## src/rtl/tsc_consts.svh

```systemverilog
`ifndef TSC_CONSTS_SVH
`define TSC_CONSTS_SVH

// ==========================================================
// widths
`define TSC_AW          9
`define TSC_DW          32
`define TSC_PW          24
`define TSC_SW          8
`define TSC_NSEC        3
`define TSC_LW          4
`define TSC_CNTW        16
`define TSC_PTRW        9
`define TSC_DIVW        16

// ==========================================================
// register byte addresses
`define TSC_REG_CTRL     9'h000
`define TSC_REG_MODE     9'h004
`define TSC_REG_STATUS   9'h008
`define TSC_REG_INT_STAT 9'h00C
`define TSC_REG_INT_MASK 9'h010
`define TSC_REG_PERIOD   9'h014
`define TSC_REG_LIMITS   9'h018
`define TSC_REG_SIG      9'h01C
`define TSC_LVL_SEL_BIT  8
`define TSC_LVL_PAT      2'h0
`define TSC_LVL_DLY      2'h1
`define TSC_LVL_CND      2'h2

// ==========================================================
// field positions
`define TSC_CTRL_START   0
`define TSC_CTRL_HALT    1
`define TSC_MODE_CLK     2:0
`define TSC_MODE_ARM     6:4
`define TSC_MODE_SEL     13:8
`define TSC_LIM_LO       8:0
`define TSC_LIM_HI       24:16
`define TSC_DLY_VAL      15:0
`define TSC_DLY_BYPAT    16
`define TSC_DLY_JMP      23:20
`define TSC_CND_STOP     2:0
`define TSC_CND_JUMP     6:4
`define TSC_CND_ADV      10:8
`define TSC_CND_TRACE    14:12
`define TSC_INT_DONE     0
`define TSC_INT_REARM    1
`define TSC_INT_CMP      2
`define TSC_INTW         3

// ==========================================================
// reset values
`define TSC_PERIOD_RST   16'h0001
`define TSC_LIM_HI_RST   9'h1FF

// ==========================================================
// timing
`define TSC_CLK_MHZ      10
`define TSC_FAST_NS      10
`define TSC_FAST_RAW     ((`TSC_FAST_NS * `TSC_CLK_MHZ) / 1000)
`define TSC_FAST_CYC     ((`TSC_FAST_RAW > 0) ? `TSC_FAST_RAW : 1)

`endif

```

## src/rtl/tsc_pkg.sv

```systemverilog
package tsc_pkg;
	typedef logic [3:0] tsc_level_t;

	typedef enum logic [2:0] {
		TSC_CLK_INT      = 3'b000,
		TSC_CLK_EXT_ONE  = 3'b001,
		TSC_CLK_EXT_MULT = 3'b010,
		TSC_CLK_MIX_ONE  = 3'b011,
		TSC_CLK_MIX_MULT = 3'b100,
		TSC_CLK_INT_EXT  = 3'b101
	} tsc_clk_mode_e;

	typedef enum logic [2:0] {
		TSC_ARM_MANUAL   = 3'b000,
		TSC_ARM_AUTO     = 3'b001,
		TSC_ARM_EQ       = 3'b010,
		TSC_ARM_NE       = 3'b011,
		TSC_ARM_EQ_LIM   = 3'b100,
		TSC_ARM_NE_LIM   = 3'b101
	} tsc_arm_mode_e;

	typedef enum logic [2:0] {
		TSC_C_MATCH      = 3'b000,
		TSC_C_ALWAYS     = 3'b001,
		TSC_C_NEVER      = 3'b010,
		TSC_C_MATCH_LE   = 3'b011,
		TSC_C_MATCH_GT   = 3'b100
	} tsc_cond_e;

	typedef enum logic [1:0] {
		TSC_SRC_OWN      = 2'b00,
		TSC_SRC_MASTER   = 2'b01,
		TSC_SRC_INT      = 2'b10,
		TSC_SRC_FAST     = 2'b11
	} tsc_src_e;

	typedef enum logic {
		TSC_ST_IDLE      = 1'b0,
		TSC_ST_RUN       = 1'b1
	} tsc_state_e;
endpackage

```

## src/rtl/tsc_level_mem.sv

```systemverilog
`timescale 1ns/1ps
`include "tsc_consts.svh"

// ==========================================================
// per-level program store, registered read
module tsc_level_mem #(
	parameter int W = `TSC_PW
) (
	input  wire logic                clk,
	input  wire logic                we,
	input  wire logic [`TSC_LW-1:0]  waddr,
	input  wire logic [W-1:0]        wdata,
	input  wire logic [`TSC_LW-1:0]  raddr,
	output logic      [W-1:0]        rdata
);
	logic [W-1:0] mem [0:(1<<`TSC_LW)-1];

	always_ff @(posedge clk) begin
		if (we) begin
			mem[waddr] <= wdata;
		end
		rdata <= mem[raddr];
	end
endmodule // tsc_level_mem

```

## src/rtl/tsc_top.sv

```systemverilog
// Decided for this implementation: the register offsets and strobed register access.
`timescale 1ns/1ps
`include "tsc_consts.svh"

// What this block does
// per-level 16-bit delay, clocks or pattern counts
// trace decision evaluated independently of others
// jump beats advance on same sample
// stop beats jump on same sample
// action codes: 0 match, 1 always, 2 never
// match with count <= delay or > delay
// advance next level, jump target; count restarts
// report level with busy, then ready
// mode 0 internal clock samples everything
// mode 1 master external samples all sections
// mode 2 per-section own or master external
// mode 3 external master; section master/internal/fast
// arm manual, auto, auto-compare with limits
module tsc_top (
	input  wire logic                 clk,
	input  wire logic                 rst_n,
	input  wire logic [`TSC_AW-1:0]   addr,
	input  wire logic [`TSC_DW-1:0]   wdata,
	input  wire logic                 wr,
	input  wire logic                 rd,
	output logic      [`TSC_DW-1:0]   rdata,
	output logic                      irq,
	input  wire logic [`TSC_PW-1:0]   probe_data,
	input  wire logic                 ext_clk_master,
	input  wire logic [`TSC_NSEC-1:0] ext_clk_sect,
	output tsc_pkg::tsc_level_t       level,
	output logic                      busy,
	output logic                      ready,
	output logic                      trace_we,
	output logic      [`TSC_PTRW-1:0] trace_addr,
	output logic      [`TSC_PW-1:0]   trace_data
);
	import tsc_pkg::*;

	// ==========================================================
	// helpers
	function automatic logic cond_hit(logic [2:0] c, logic m, logic [`TSC_CNTW-1:0] n,
		logic [`TSC_CNTW-1:0] d);
		case (c)
			TSC_C_MATCH:    cond_hit = m;
			TSC_C_ALWAYS:   cond_hit = 1'b1;
			TSC_C_NEVER:    cond_hit = 1'b0;
			TSC_C_MATCH_LE: cond_hit = m && (n <= d);
			TSC_C_MATCH_GT: cond_hit = m && (n > d);
			default:        cond_hit = 1'b0;
		endcase
	endfunction

	function automatic logic sect_tick(logic [2:0] md, logic [1:0] sel, logic own, logic mst,
		logic itk, logic ftk);
		case (md)
			TSC_CLK_INT:      sect_tick = itk;
			TSC_CLK_EXT_ONE:  sect_tick = mst;
			TSC_CLK_EXT_MULT: sect_tick = (sel == TSC_SRC_OWN) ? own : mst;
			TSC_CLK_MIX_ONE:  sect_tick = (sel == TSC_SRC_INT) ? itk : (sel == TSC_SRC_FAST) ? ftk : mst;
			TSC_CLK_MIX_MULT: sect_tick = (sel == TSC_SRC_OWN) ? own : (sel == TSC_SRC_MASTER) ? mst :
				(sel == TSC_SRC_INT) ? itk : ftk;
			TSC_CLK_INT_EXT:  sect_tick = (sel == TSC_SRC_FAST) ? ftk : itk;
			default:          sect_tick = 1'b0;
		endcase
	endfunction

	// ==========================================================
	// registers
	logic [2:0]            clk_mode, next_clk_mode;
	logic [2:0]            arm_mode, next_arm_mode;
	logic [5:0]            sect_sel, next_sect_sel;
	logic [`TSC_DIVW-1:0]  period, next_period;
	logic [`TSC_PTRW-1:0]  lim_lo, next_lim_lo, lim_hi, next_lim_hi;
	logic [`TSC_INTW-1:0]  int_stat, next_int_stat, int_mask, next_int_mask;
	logic [`TSC_DW-1:0]    next_rdata;
	logic                  next_irq;
	logic                  acc_ctrl, start_req, halt_req, lvl_acc;
	logic                  we_pat, we_dly, we_cnd;
	logic [`TSC_INTW-1:0]  ev;
	logic [`TSC_DW-1:0]    sig, ref_sig;

	assign acc_ctrl  = wr && (addr == `TSC_REG_CTRL);
	assign start_req = acc_ctrl && wdata[`TSC_CTRL_START];
	assign halt_req  = acc_ctrl && wdata[`TSC_CTRL_HALT];
	assign lvl_acc   = wr && addr[`TSC_LVL_SEL_BIT];
	assign we_pat    = lvl_acc && (addr[3:2] == `TSC_LVL_PAT);
	assign we_dly    = lvl_acc && (addr[3:2] == `TSC_LVL_DLY);
	assign we_cnd    = lvl_acc && (addr[3:2] == `TSC_LVL_CND);

	always_comb begin
		next_clk_mode = clk_mode;
		next_arm_mode = arm_mode;
		next_sect_sel = sect_sel;
		next_period   = period;
		next_lim_lo   = lim_lo;
		next_lim_hi   = lim_hi;
		next_int_mask = int_mask;
		next_int_stat = int_stat;
		next_rdata    = '0;
		if (wr) begin
			unique case (addr)
				`TSC_REG_MODE: begin
					next_clk_mode = wdata[`TSC_MODE_CLK];
					next_arm_mode = wdata[`TSC_MODE_ARM];
					next_sect_sel = wdata[`TSC_MODE_SEL];
				end
				`TSC_REG_INT_STAT: next_int_stat = int_stat & ~wdata[`TSC_INTW-1:0];
				`TSC_REG_INT_MASK: next_int_mask = wdata[`TSC_INTW-1:0];
				`TSC_REG_PERIOD:   next_period   = wdata[`TSC_DIVW-1:0];
				`TSC_REG_LIMITS: begin
					next_lim_lo = wdata[`TSC_LIM_LO];
					next_lim_hi = wdata[`TSC_LIM_HI];
				end
				default: ;
			endcase
		end
		// set wins over a same-cycle clear
		next_int_stat = next_int_stat | ev;
		next_irq = |(next_int_stat & int_mask);
		if (rd) begin
			unique case (addr)
				`TSC_REG_MODE:     next_rdata = {18'h00000, sect_sel, 1'b0, arm_mode, 1'b0, clk_mode};
				`TSC_REG_STATUS:   next_rdata = {26'h0000000, ready, busy, level};
				`TSC_REG_INT_STAT: next_rdata = {29'h00000000, int_stat};
				`TSC_REG_INT_MASK: next_rdata = {29'h00000000, int_mask};
				`TSC_REG_PERIOD:   next_rdata = {16'h0000, period};
				`TSC_REG_LIMITS:   next_rdata = {7'h00, lim_hi, 7'h00, lim_lo};
				`TSC_REG_SIG:      next_rdata = ref_sig;
				default:           next_rdata = '0;
			endcase
		end
	end

	always_ff @(posedge clk) begin
		if (!rst_n) begin
			clk_mode <= '0;
			arm_mode <= '0;
			sect_sel <= '0;
			period   <= `TSC_PERIOD_RST;
			lim_lo   <= '0;
			lim_hi   <= `TSC_LIM_HI_RST;
			int_stat <= '0;
			int_mask <= '0;
			rdata    <= '0;
			irq      <= 1'b0;
		end else begin
			clk_mode <= next_clk_mode;
			arm_mode <= next_arm_mode;
			sect_sel <= next_sect_sel;
			period   <= next_period;
			lim_lo   <= next_lim_lo;
			lim_hi   <= next_lim_hi;
			int_stat <= next_int_stat;
			int_mask <= next_int_mask;
			rdata    <= next_rdata;
			irq      <= next_irq;
		end
	end

	// ==========================================================
	// sample clock generation
	// the fast rate cannot beat the system clock, so it floors at one cycle
	logic [`TSC_DIVW-1:0]  div_cnt, next_div_cnt;
	logic [3:0]            fast_cnt, next_fast_cnt;
	logic                  int_tick, fast_tick, mst_edge, mst_tick;
	logic                  mst_prev;
	logic [`TSC_NSEC-1:0]  sect_prev, sect_edge, stick;
	logic [`TSC_PW-1:0]    hold, next_hold, word;

	// a period of zero runs as one instead of wrapping to a 64K-cycle tick
	assign int_tick  = (period == '0) || (div_cnt >= period - `TSC_DIVW'(1));
	assign fast_tick = (fast_cnt == 4'(`TSC_FAST_CYC - 1));
	assign mst_edge  = ext_clk_master && !mst_prev;
	assign sect_edge = ext_clk_sect & ~sect_prev;
	assign mst_tick  = (clk_mode == TSC_CLK_INT || clk_mode == TSC_CLK_INT_EXT) ? int_tick : mst_edge;

	always_comb begin
		next_div_cnt  = int_tick ? '0 : div_cnt + `TSC_DIVW'(1);
		next_fast_cnt = fast_tick ? '0 : fast_cnt + 4'h1;
		next_hold     = hold;
		for (int i = 0; i < `TSC_NSEC; i++) begin
			stick[i] = sect_tick(clk_mode, sect_sel[2*i +: 2], sect_edge[i], mst_edge, int_tick, fast_tick);
			if (stick[i]) begin
				next_hold[i*`TSC_SW +: `TSC_SW] = probe_data[i*`TSC_SW +: `TSC_SW];
			end
		end
		word = next_hold;
	end

	always_ff @(posedge clk) begin
		if (!rst_n) begin
			div_cnt   <= '0;
			fast_cnt  <= '0;
			mst_prev  <= 1'b0;
			sect_prev <= '0;
			hold      <= '0;
		end else begin
			div_cnt   <= next_div_cnt;
			fast_cnt  <= next_fast_cnt;
			mst_prev  <= ext_clk_master;
			sect_prev <= ext_clk_sect;
			hold      <= next_hold;
		end
	end

	// ==========================================================
	// level program store
	logic [`TSC_PW-1:0]    pat;
	logic [23:0]           dly_word;
	logic [15:0]           cnd_word;
	tsc_level_t            next_level;

	tsc_level_mem #(.W(`TSC_PW)) u_pat (.clk(clk), .we(we_pat), .waddr(addr[7:4]),
		.wdata(wdata[`TSC_PW-1:0]), .raddr(next_level), .rdata(pat));
	tsc_level_mem #(.W(24)) u_dly (.clk(clk), .we(we_dly), .waddr(addr[7:4]),
		.wdata(wdata[23:0]), .raddr(next_level), .rdata(dly_word));
	tsc_level_mem #(.W(16)) u_cnd (.clk(clk), .we(we_cnd), .waddr(addr[7:4]),
		.wdata(wdata[15:0]), .raddr(next_level), .rdata(cnd_word));

	// ==========================================================
	// sequencer
	tsc_state_e            st, next_st;
	logic [`TSC_CNTW-1:0]  cnt, next_cnt, dly;
	logic [`TSC_PTRW-1:0]  ptr, next_ptr, next_trace_addr;
	logic [`TSC_DW-1:0]    next_sig, next_ref_sig, sig_upd;
	logic                  have_ref, next_have_ref;
	logic                  next_busy, next_ready, next_trace_we;
	logic [`TSC_PW-1:0]    next_trace_data;
	logic                  match, h_stop, h_jump, h_adv, h_trace, in_lim, same, restart;

	assign dly     = dly_word[`TSC_DLY_VAL];
	assign match   = (word == pat);
	assign h_stop  = cond_hit(cnd_word[`TSC_CND_STOP], match, cnt, dly);
	assign h_jump  = cond_hit(cnd_word[`TSC_CND_JUMP], match, cnt, dly);
	assign h_adv   = cond_hit(cnd_word[`TSC_CND_ADV], match, cnt, dly);
	assign h_trace = cond_hit(cnd_word[`TSC_CND_TRACE], match, cnt, dly);
	assign in_lim  = (arm_mode != TSC_ARM_EQ_LIM && arm_mode != TSC_ARM_NE_LIM) ||
		(ptr >= lim_lo && ptr <= lim_hi);
	// memory compare is done on a running signature of the traced words
	assign sig_upd = (h_trace && in_lim) ? ({sig[`TSC_DW-2:0], sig[`TSC_DW-1]} ^ {8'h00, word}) : sig;
	assign same    = (sig_upd == ref_sig);

	always_comb begin
		next_st         = st;
		next_level      = level;
		next_cnt        = cnt;
		next_ptr        = ptr;
		next_sig        = sig;
		next_ref_sig    = ref_sig;
		next_have_ref   = have_ref;
		next_busy       = busy;
		next_ready      = ready;
		next_trace_we   = 1'b0;
		next_trace_addr = trace_addr;
		next_trace_data = trace_data;
		ev              = '0;
		restart         = 1'b0;
		if (start_req) begin
			next_st       = TSC_ST_RUN;
			next_have_ref = 1'b0;
			restart       = 1'b1;
		end else if (halt_req) begin
			next_st    = TSC_ST_IDLE;
			next_busy  = 1'b0;
			next_ready = 1'b1;
		end else if (st == TSC_ST_RUN && mst_tick) begin
			if (h_trace) begin
				next_trace_we   = 1'b1;
				next_trace_addr = ptr;
				next_trace_data = word;
				next_ptr        = ptr + `TSC_PTRW'(1);
				next_sig        = sig_upd;
			end
			if (h_stop) begin
				unique case (arm_mode)
					TSC_ARM_AUTO: begin
						restart = 1'b1;
						ev[`TSC_INT_REARM] = 1'b1;
					end
					TSC_ARM_EQ, TSC_ARM_NE, TSC_ARM_EQ_LIM, TSC_ARM_NE_LIM: begin
						if (have_ref && (same == (arm_mode == TSC_ARM_EQ || arm_mode == TSC_ARM_EQ_LIM))) begin
							next_st    = TSC_ST_IDLE;
							next_busy  = 1'b0;
							next_ready = 1'b1;
							ev[`TSC_INT_DONE] = 1'b1;
							ev[`TSC_INT_CMP]  = 1'b1;
						end else begin
							next_ref_sig  = sig_upd;
							next_have_ref = 1'b1;
							restart       = 1'b1;
							ev[`TSC_INT_REARM] = 1'b1;
						end
					end
					default: begin
						next_st    = TSC_ST_IDLE;
						next_busy  = 1'b0;
						next_ready = 1'b1;
						ev[`TSC_INT_DONE] = 1'b1;
					end
				endcase
			end else if (h_jump) begin
				next_level = dly_word[`TSC_DLY_JMP];
				next_cnt   = '0;
			end else if (h_adv) begin
				next_level = level + 4'h1;
				next_cnt   = '0;
			end else if ((!dly_word[`TSC_DLY_BYPAT] || match) && cnt != '1) begin
				next_cnt = cnt + `TSC_CNTW'(1);
			end
		end
		if (restart) begin
			next_level = '0;
			next_cnt   = '0;
			next_ptr   = '0;
			next_sig   = '0;
			next_busy  = 1'b1;
			next_ready = 1'b0;
		end
	end

	always_ff @(posedge clk) begin
		if (!rst_n) begin
			st         <= TSC_ST_IDLE;
			level      <= '0;
			cnt        <= '0;
			ptr        <= '0;
			sig        <= '0;
			ref_sig    <= '0;
			have_ref   <= 1'b0;
			busy       <= 1'b0;
			ready      <= 1'b0;
			trace_we   <= 1'b0;
			trace_addr <= '0;
			trace_data <= '0;
		end else begin
			st         <= next_st;
			level      <= next_level;
			cnt        <= next_cnt;
			ptr        <= next_ptr;
			sig        <= next_sig;
			ref_sig    <= next_ref_sig;
			have_ref   <= next_have_ref;
			busy       <= next_busy;
			ready      <= next_ready;
			trace_we   <= next_trace_we;
			trace_addr <= next_trace_addr;
			trace_data <= next_trace_data;
		end
	end
endmodule // tsc_top

```

## config.mk

```make
export PLATFORM = sky130hd
export DESIGN_NAME = tsc_top
export DESIGN_NICKNAME = d
export VERILOG_FILES = /design/src/rtl/tsc_pkg.sv /design/src/rtl/tsc_level_mem.sv /design/src/rtl/tsc_top.sv
export VERILOG_INCLUDE_DIRS = /design/src /design/src/rtl
export SDC_FILE = /design/constraint.sdc
export NUM_CORES = 2
export LEC_CHECK = 0
export BUFFER_PORTS_ARGS = -buffer_cell sky130_fd_sc_hd__buf_2
export CORE_MARGIN = 8
export CORE_UTILIZATION = 46
export CTS_CLUSTER_DIAMETER = 50
export DETAILED_ROUTE_END_ITERATION = 8
export REMOVE_ABC_BUFFERS = 1
export SYNTH_ARGS = -nofsm -noshare
export SYNTH_HDL_FRONTEND = slang
export SYNTH_HIERARCHICAL = 1
export SYNTH_SLANG_ARGS = --single-unit
export TNS_END_PERCENT = 50
```

## constraint.sdc

```tcl
create_clock -name clk -period 20.6 [get_ports clk]
set_input_delay 1.03 -clock clk [delete_from_list [all_inputs] [get_ports clk]]
set_output_delay 1.03 -clock clk [all_outputs]
set_load 0.01 [all_outputs]
```

# Word level (Yosys, flattened, before mapping)
# Memory sizes are Yosys's and may differ from the RTL's. A register that Yosys moved wholly into a read port is not among the register bits.
# Index checks and enable logic that the tools add are counted.
totals:
  reg_bits: 264
  latch_bits: 0
  ram_bits: 1024
  rom_bits: 0
  inputBits: 73
  output_inout_bits: 73
  wordCells: 247
  mem_count: 3
memory_table:
  columns: ["name", "words", "width", "read_ports", "rd_clocked_by_memory_dff", "wr", "line", "text"]
  rows:
  - ["u_dly.mem", 16, 24, 1, 1, 1, "tsc_level_mem.sv:16", "logic [W-1:0] mem [0:(1<<`TSC_LW)-1];"]
  - ["u_pat.mem", 16, 24, 1, 1, 1, "tsc_level_mem.sv:16", null]
  - ["u_cnd.mem", 16, 16, 1, 1, 1, "tsc_level_mem.sv:16", null]
op_classes:
  addsub: 6
  n_mul: 0
  div: 0
  magnitude_cmp: 5
  eq_ne: 53
  shifts: 0
  n_mux: 79
  bitwise_logic: 13
  reduce_logical: 61
op_table:
  columns: ["cell", "n"]
  rows:
  - ["32-bit case mux with 7 select lines", 1]
  - ["16-bit two-way mux", 3]
  - ["1-bit two-way mux", 47]
  - ["9-bit by 5-bit equality test with 1-bit output, second input constant", 4]
  - ["16-bit by 1-bit adder with 16-bit output, second input constant", 2]
  - ["32-bit equality test", 1]
  - ["32-bit two-way mux", 1]
  - ["32-bit by 24-bit bitwise XOR with 32-bit output", 1]
  - ["4-bit two-way mux", 7]
  - ["24-bit equality test", 1]
  - ["3-bit by 2-bit equality test with 1-bit output, second input constant", 8]
  - ["3-bit equality test, second input constant", 8]
  - ["8-bit two-way mux", 3]
  - ["5-bit AND reduction", 4]
  - ["3-bit by 1-bit equality test with 1-bit output, second input constant", 6]
  - ["9-bit by 4-bit equality test with 1-bit output, second input constant", 2]
  - ["3-bit two-way mux", 6]
  - ["1-bit case mux with 6 select lines", 3]
  - ["16-bit >= comparator", 1]
  - ["16-bit greater-than comparator", 1]
  - ["16-bit <= comparator", 1]
  - ["1-bit logical AND", 16]
  - ["16-bit logical NOT", 1]
  - ["16-bit != test, second input constant", 1]
  - ["33 further kinds", 88]

# Logic depth before layout (Yosys ltp)
logic_depth:
  word_depth: 25
  depth_mapped: 33
  ltp_nobuf: 27

# Cells and area by module
# The synthesis kept the hierarchy.
modules_own_cells:
  columns: ["mod", "instances", "cells_each", "area_each_um2"]
  rows:
  - ["tsc_level_mem at u_dly", 1, 636, 14933.1]
  - ["tsc_level_mem at u_pat", 1, 636, 14930.6]
  - ["tsc_top", 1, 1770, 14824.2]
  - ["tsc_level_mem at u_cnd", 1, 432, 10042.1]

# Worst setup path before layout
# No wires, ideal clock.
synth_timing:
  path_type: "reg2reg"
  from: "reg period[2]"
  to: "reg u_pat.rdata[10], read port of u_pat.mem"
  arrival_ns: 6.897
  required_ns: 20.480
  setup_slack_ns: 13.583
  path_stages_with_launch: 32
  n_path_buf: 4
  period_less_slack_ns: 7.017
  path_cell_list: "dfxtp_1 nor2_1 nand3_1 nor4_1 nand2_1 nor4_1 xnor2_1 ha_1 nand4_1 or3_4 a2111oi_4 nor3_2 a21oi_4 buf_4 mux2i_1 o22ai_1 nor2_2 o211a_2 o21a_1 buf_6 mux2i_1 o2111ai_1 nor4_2 a221oi_1 nand2_2 o21ai_1 nor2_1 clkbuf_1 buf_2 mux4_2 a22oi_1 nand2_1"
synth_between:
  elab_chain_cells: 23
  word_cells_on_any_way: 53
  cone_classes: "add/sub: 1; order compare: 1; eq/ne: 3; mux: 40; bitwise: 1; reduce/logical: 7"
synth_rtl:
  columns: ["item", "line", "text"]
  rows:
  - ["start: declaration", "tsc_top.sv:73", "logic [`TSC_DIVW-1:0] period, next_period;"]
  - ["start signal: assignment", "tsc_top.sv:140", "period <= `TSC_PERIOD_RST;"]
  - ["start signal: assignment", "tsc_top.sv:151", "period <= next_period;"]
  - ["16-bit by 1-bit subtractor with 16-bit output", "tsc_top.sv:172", "assign int_tick = (period == '0) || (div_cnt >= period - `TSC_DIVW'(1));"]
  - ["16-bit >= comparator", "tsc_top.sv:172", null]
  - ["1-bit logical OR *", "tsc_top.sv:172", null]
  - ["1-bit two-way mux", "tsc_top.sv:62", "(sel == TSC_SRC_INT) ? itk : ftk;"]
  - ["1-bit two-way mux (2 in a row)", "tsc_top.sv:61", "TSC_CLK_MIX_MULT: sect_tick = (sel == TSC_SRC_OWN) ? own : (sel == TSC_SRC_MASTER) ? mst :"]
  - ["1-bit case mux with 6 select lines", "tsc_top.sv:56", "case (md)"]
  - ["8-bit two-way mux", "tsc_top.sv:184", "if (stick[i]) begin"]
  - ["24-bit equality test", "tsc_top.sv:233", "assign match = (word == pat);"]
  - ["[7 not listed]", null, null]
  - ["1-bit two-way mux", "tsc_top.sv:282", "if (have_ref && (same == (arm_mode == TSC_ARM_EQ || arm_mode == TSC_ARM_EQ_LIM))) begin"]
  - ["1-bit case mux with 2 select lines", "tsc_top.sv:276", "unique case (arm_mode)"]
  - ["1-bit two-way mux", "tsc_top.sv:275", "if (h_stop) begin"]
  - ["1-bit two-way mux", "tsc_top.sv:267", "end else if (st == TSC_ST_RUN && mst_tick) begin"]
  - ["1-bit two-way mux", "tsc_top.sv:263", "end else if (halt_req) begin"]
  - ["1-bit two-way mux", "tsc_top.sv:259", "if (start_req) begin"]
  - ["4-bit two-way mux *", "tsc_top.sv:312", "if (restart) begin"]
  - ["named net next_level[0]", "tsc_top.sv:212", "tsc_level_t next_level;"]
  - ["end: declaration", "tsc_level_mem.sv:14", "output logic [W-1:0] rdata"]
# Mark *: on every way through the listed nets, which the timed path passes. The rest lies on a longest branch.
# A chain may end at the register's enable or synchronous reset.

# Final worst setup path
layout_timing:
  from: "reg period[2]"
  to: "reg u_dly.rdata[22], read port of u_dly.mem"
layout_between:
  elab_chain_cells: 23
  word_cells_on_any_way: 53
  cone_classes: "add/sub: 1; order compare: 1; eq/ne: 3; mux: 40; bitwise: 1; reduce/logical: 7"
layout_rtl:
  columns: ["item", "line"]
  rows:
  - ["16-bit by 1-bit subtractor with 16-bit output", "tsc_top.sv:172"]
  - ["16-bit >= comparator", "tsc_top.sv:172"]
  - ["1-bit logical OR *", "tsc_top.sv:172"]
  - ["1-bit two-way mux", "tsc_top.sv:62"]
  - ["1-bit two-way mux (2 in a row)", "tsc_top.sv:61"]
  - ["1-bit case mux with 6 select lines", "tsc_top.sv:56"]
  - ["8-bit two-way mux", "tsc_top.sv:184"]
  - ["24-bit equality test", "tsc_top.sv:233"]
  - ["[7 not listed]", null]
  - ["1-bit two-way mux", "tsc_top.sv:282"]
  - ["1-bit case mux with 2 select lines", "tsc_top.sv:276"]
  - ["1-bit two-way mux", "tsc_top.sv:275"]
  - ["1-bit two-way mux", "tsc_top.sv:267"]
  - ["1-bit two-way mux", "tsc_top.sv:263"]
  - ["1-bit two-way mux", "tsc_top.sv:259"]
  - ["4-bit two-way mux *", "tsc_top.sv:312"]
  - ["named net next_level[0]", "tsc_top.sv:212"]
  - ["end: declaration", "tsc_level_mem.sv:14"]
# Marks and branches as above.

==> results.tsv <==
stage	metric	value	unit
cells_and_area	Final nets	3598	
clock_network	insertion delay to the later sink of the worst-skew pair	0.73	ns
status	run status	finished clean	
cells_and_area	layout filler cell count	8851	
timing	final worst-path cycle share	55.7	%
placement	quantity of I/O buffers inserted on ports	138	
worst_hold_path	class of the tightest hold or removal check	flip-flop to flip-flop	
placement	Final GP Congestion	0.898	
clock_network	clock tree root driver cell	sky130_fd_sc_hd__clkbuf_16	
drt	Routed WL	132	mm
floorplan	area of the core	0.109	mm2
global_routing	total global-route track usage	21.4	%
drt	residual antenna-violating net count after detailed routing	0	
timing	hold slack final	0.477	ns
power_and_ir_drop	power density relative to cell area	90.9	mW/mm2
global_routing	maximum number of pins on one net before global-route repair	160	
drt	vias post-DR	29300	
clock_network	Clk pin slew, worst setup/hold paths	0.06	ns
placement	pre-CTS WS	9.16	ns
power_and_ir_drop	leakage power total	19.0	nW
logic_synthesis	Avg Cell Area, Syn	15.3	um2
worst_hold_path	startpoint of the worst hold path	lim_lo[7]	
floorplan	Site Rows	121	
clock_network	post-CTS sizing	0	
timing	total negative slack	0	ns
cells_and_area	commonest cells after routing, fill and taps aside	sky130_fd_sc_hd__edfxtp_1 (912), sky130_fd_sc_hd__dfxtp_1 (321), sky130_fd_sc_hd__nor2_1 (248), sky130_fd_sc_hd__nand2_1 (232), sky130_fd_sc_hd__mux4_2 (221)	
clock_network	buffer depth of the longest clock path	3	
timing	achievable frequency	87.2	MHz
drt	routed vias/inst	5.86	
timing	final worst-path setup slack	9.13	ns
run	Max-Cap Viols	0	
global_routing	number of antenna violations at the first check in global routing	10	
worst_setup_path	critical path data arrival time	12.06	ns
worst_setup_path	Worst R2R Start	period[2]	
floorplan	Top-Level Pins	146	
drt	total iterations of the first detailed-routing run	5	
floorplan	DIE HEIGHT	347	um
worst_setup_path	cell with the most instances on the worst path	sky130_fd_sc_hd__buf_4	
drt	Initial DRC Count	2509	
clock_network	CTS Sinks	1233	
global_routing	wire length of the first global-routing pass	194	mm
logic_synthesis	Synth Warn #	6	
timing	crit path time final	11.47	ns
cells_and_area	area growth from synthesis to layout	13.6	%
timing	number of endpoints with negative hold slack in the final report	0	
clock_network	clock buffer count from CTS	140	
clock_network	total of hold buffers inserted after clock tree synthesis	0	
worst_setup_path	Setup crit start	period[2]	
floorplan	width of the die	347	um
worst_setup_path	sort of element at the start of the critical path	flip-flop	
timing	count of final max-slew check failures	0	
drt	number of DRC violations after detailed routing	0	
worst_setup_path	data required time of the critical path	21.19	ns
cells_and_area	most common cell after layout, fill and taps aside	sky130_fd_sc_hd__edfxtp_1	
timing	measured slew at the worst slew-check pin	1.30	ns
drt	routed length per placed instance	26.4	um
worst_setup_path	type of element capturing the critical path	flip-flop	
timing	worst setup skew after layout	0.0265	ns
timing	final-report setup violation count	0	
clock_network	buffers inserted by post-CTS timing repair	0	
worst_setup_path	Max Fanout on Critical Path	44	
clock_network	maximum level of the CTS H-tree	4	
clock_network	CTS tree	yes	
worst_setup_path	slowest stage cell on the critical path	sky130_fd_sc_hd__buf_4	
placement	HPWL Detailed	82.3	mm
cells_and_area	fraction of layout instances using a drive strength above 1	20.8	%
power_and_ir_drop	Max rail drop VDD	0.0757	mV
worst_setup_path	highest cell delay on the worst timing path	0.84	ns
logic_synthesis	Syn Inst Count	3306	
timing	unrepaired setup endpoints after global routing	false	
global_routing	global route total overflow	0	
global_routing	vias in the first global route	29600	
logic_synthesis	Post-Synthesis Cell Area	0.0505	mm2
floorplan	starting density of the core	46.3	%
floorplan	area of the die	0.121	mm2
timing	tightest slew margin relative to the limit	13.3	%
worst_setup_path	start-to-end type of the worst setup path	flip-flop to flip-flop	
path summary, 6_finish.rpt:
check	to	slack, ns	depth (start not counted)
worst max-delay path	u_dly/rdata[22]	9.13	31
worst max register to register	u_dly/rdata[22]	9.13	31
worst min-delay path	lim_lo[7]	0.48	2
worst min register to register	lim_lo[7]	0.48	2
per-layer routing:
| layer | up-vias | share of wire, % | track usage, % |
|---|---|---|---|
| li1 | 13000 | - | - |
| met1 | 15000 | 42 | 28.9 |
| met2 | 1083 | 47 | 34.3 |
| met3 | 225 | 7.4 | 4.41 |
| met4 | 4 | 3.7 | 8.20 |
| met5 | - | 0.020 | 0 |
where the power goes:
group	leakage, nW	switching [W]	internal [W]
registers	10.8	0.00000572	0.00267
logic	6.04	0.0000831	0.0000247
clock network	2.20	0.000997	0.00142
total	19.0	0.00109	0.00412
flip-flops by register name, summed over array words and instances, names as in the netlist, 16 cells and up:
register / count
u_pat/mem: 384
u_dly/mem: 336
u_cnd/mem: 192
rdata: 32
ref_sig: 32
sig: 32
hold: 24
trace_data: 24
u_pat/rdata: 24
u_dly/rdata: 21
cnt: 16
div_cnt: 16
period: 16
final cells by class:
cell class / instances / area [um2] / share of cell area (%)
sequential: 1233 / 33800 / 59.0
timing repair buffer: 210 / 1240 / 2.17
antenna: 6 / 15.0 / 0.0262
tap: 1414 / 1770 / 3.09
inverter: 70 / 265 / 0.463
clock buffer: 186 / 3960 / 6.90
multi-input combinational: 1812 / 15700 / 27.3
clock inverter: 72 / 589 / 1.03
worst max-delay path: cells and delay by family (launching register included):
family	cells	cell delay, ns
AO/OA/AOI/OAI	8	2.25
XOR/XNOR	2	0.24
adder cells (fa/ha/maj)	1	0.33
buffers and inverters	4	2.38
flip-flops	1	0.38
multiplexers	3	1.65
AND/OR/NAND/NOR	13	3.95
metrics by stage:
step	cells	utilization (%)	instance area (um2)	power [W]
2_1_floorplan	3115	-	49500	0.00277
3_3_place_gp	4739	48.5	52700	0.00284
3_5_place_dp	4739	48.5	52700	0.00284
4_1_cts	4997	52.6	57300	0.00525
5_1_grt	4997	52.6	57300	0.00536
6_report	5003	52.6	57300	0.00521
Note: power is estimated with default switching activity, not from simulation.
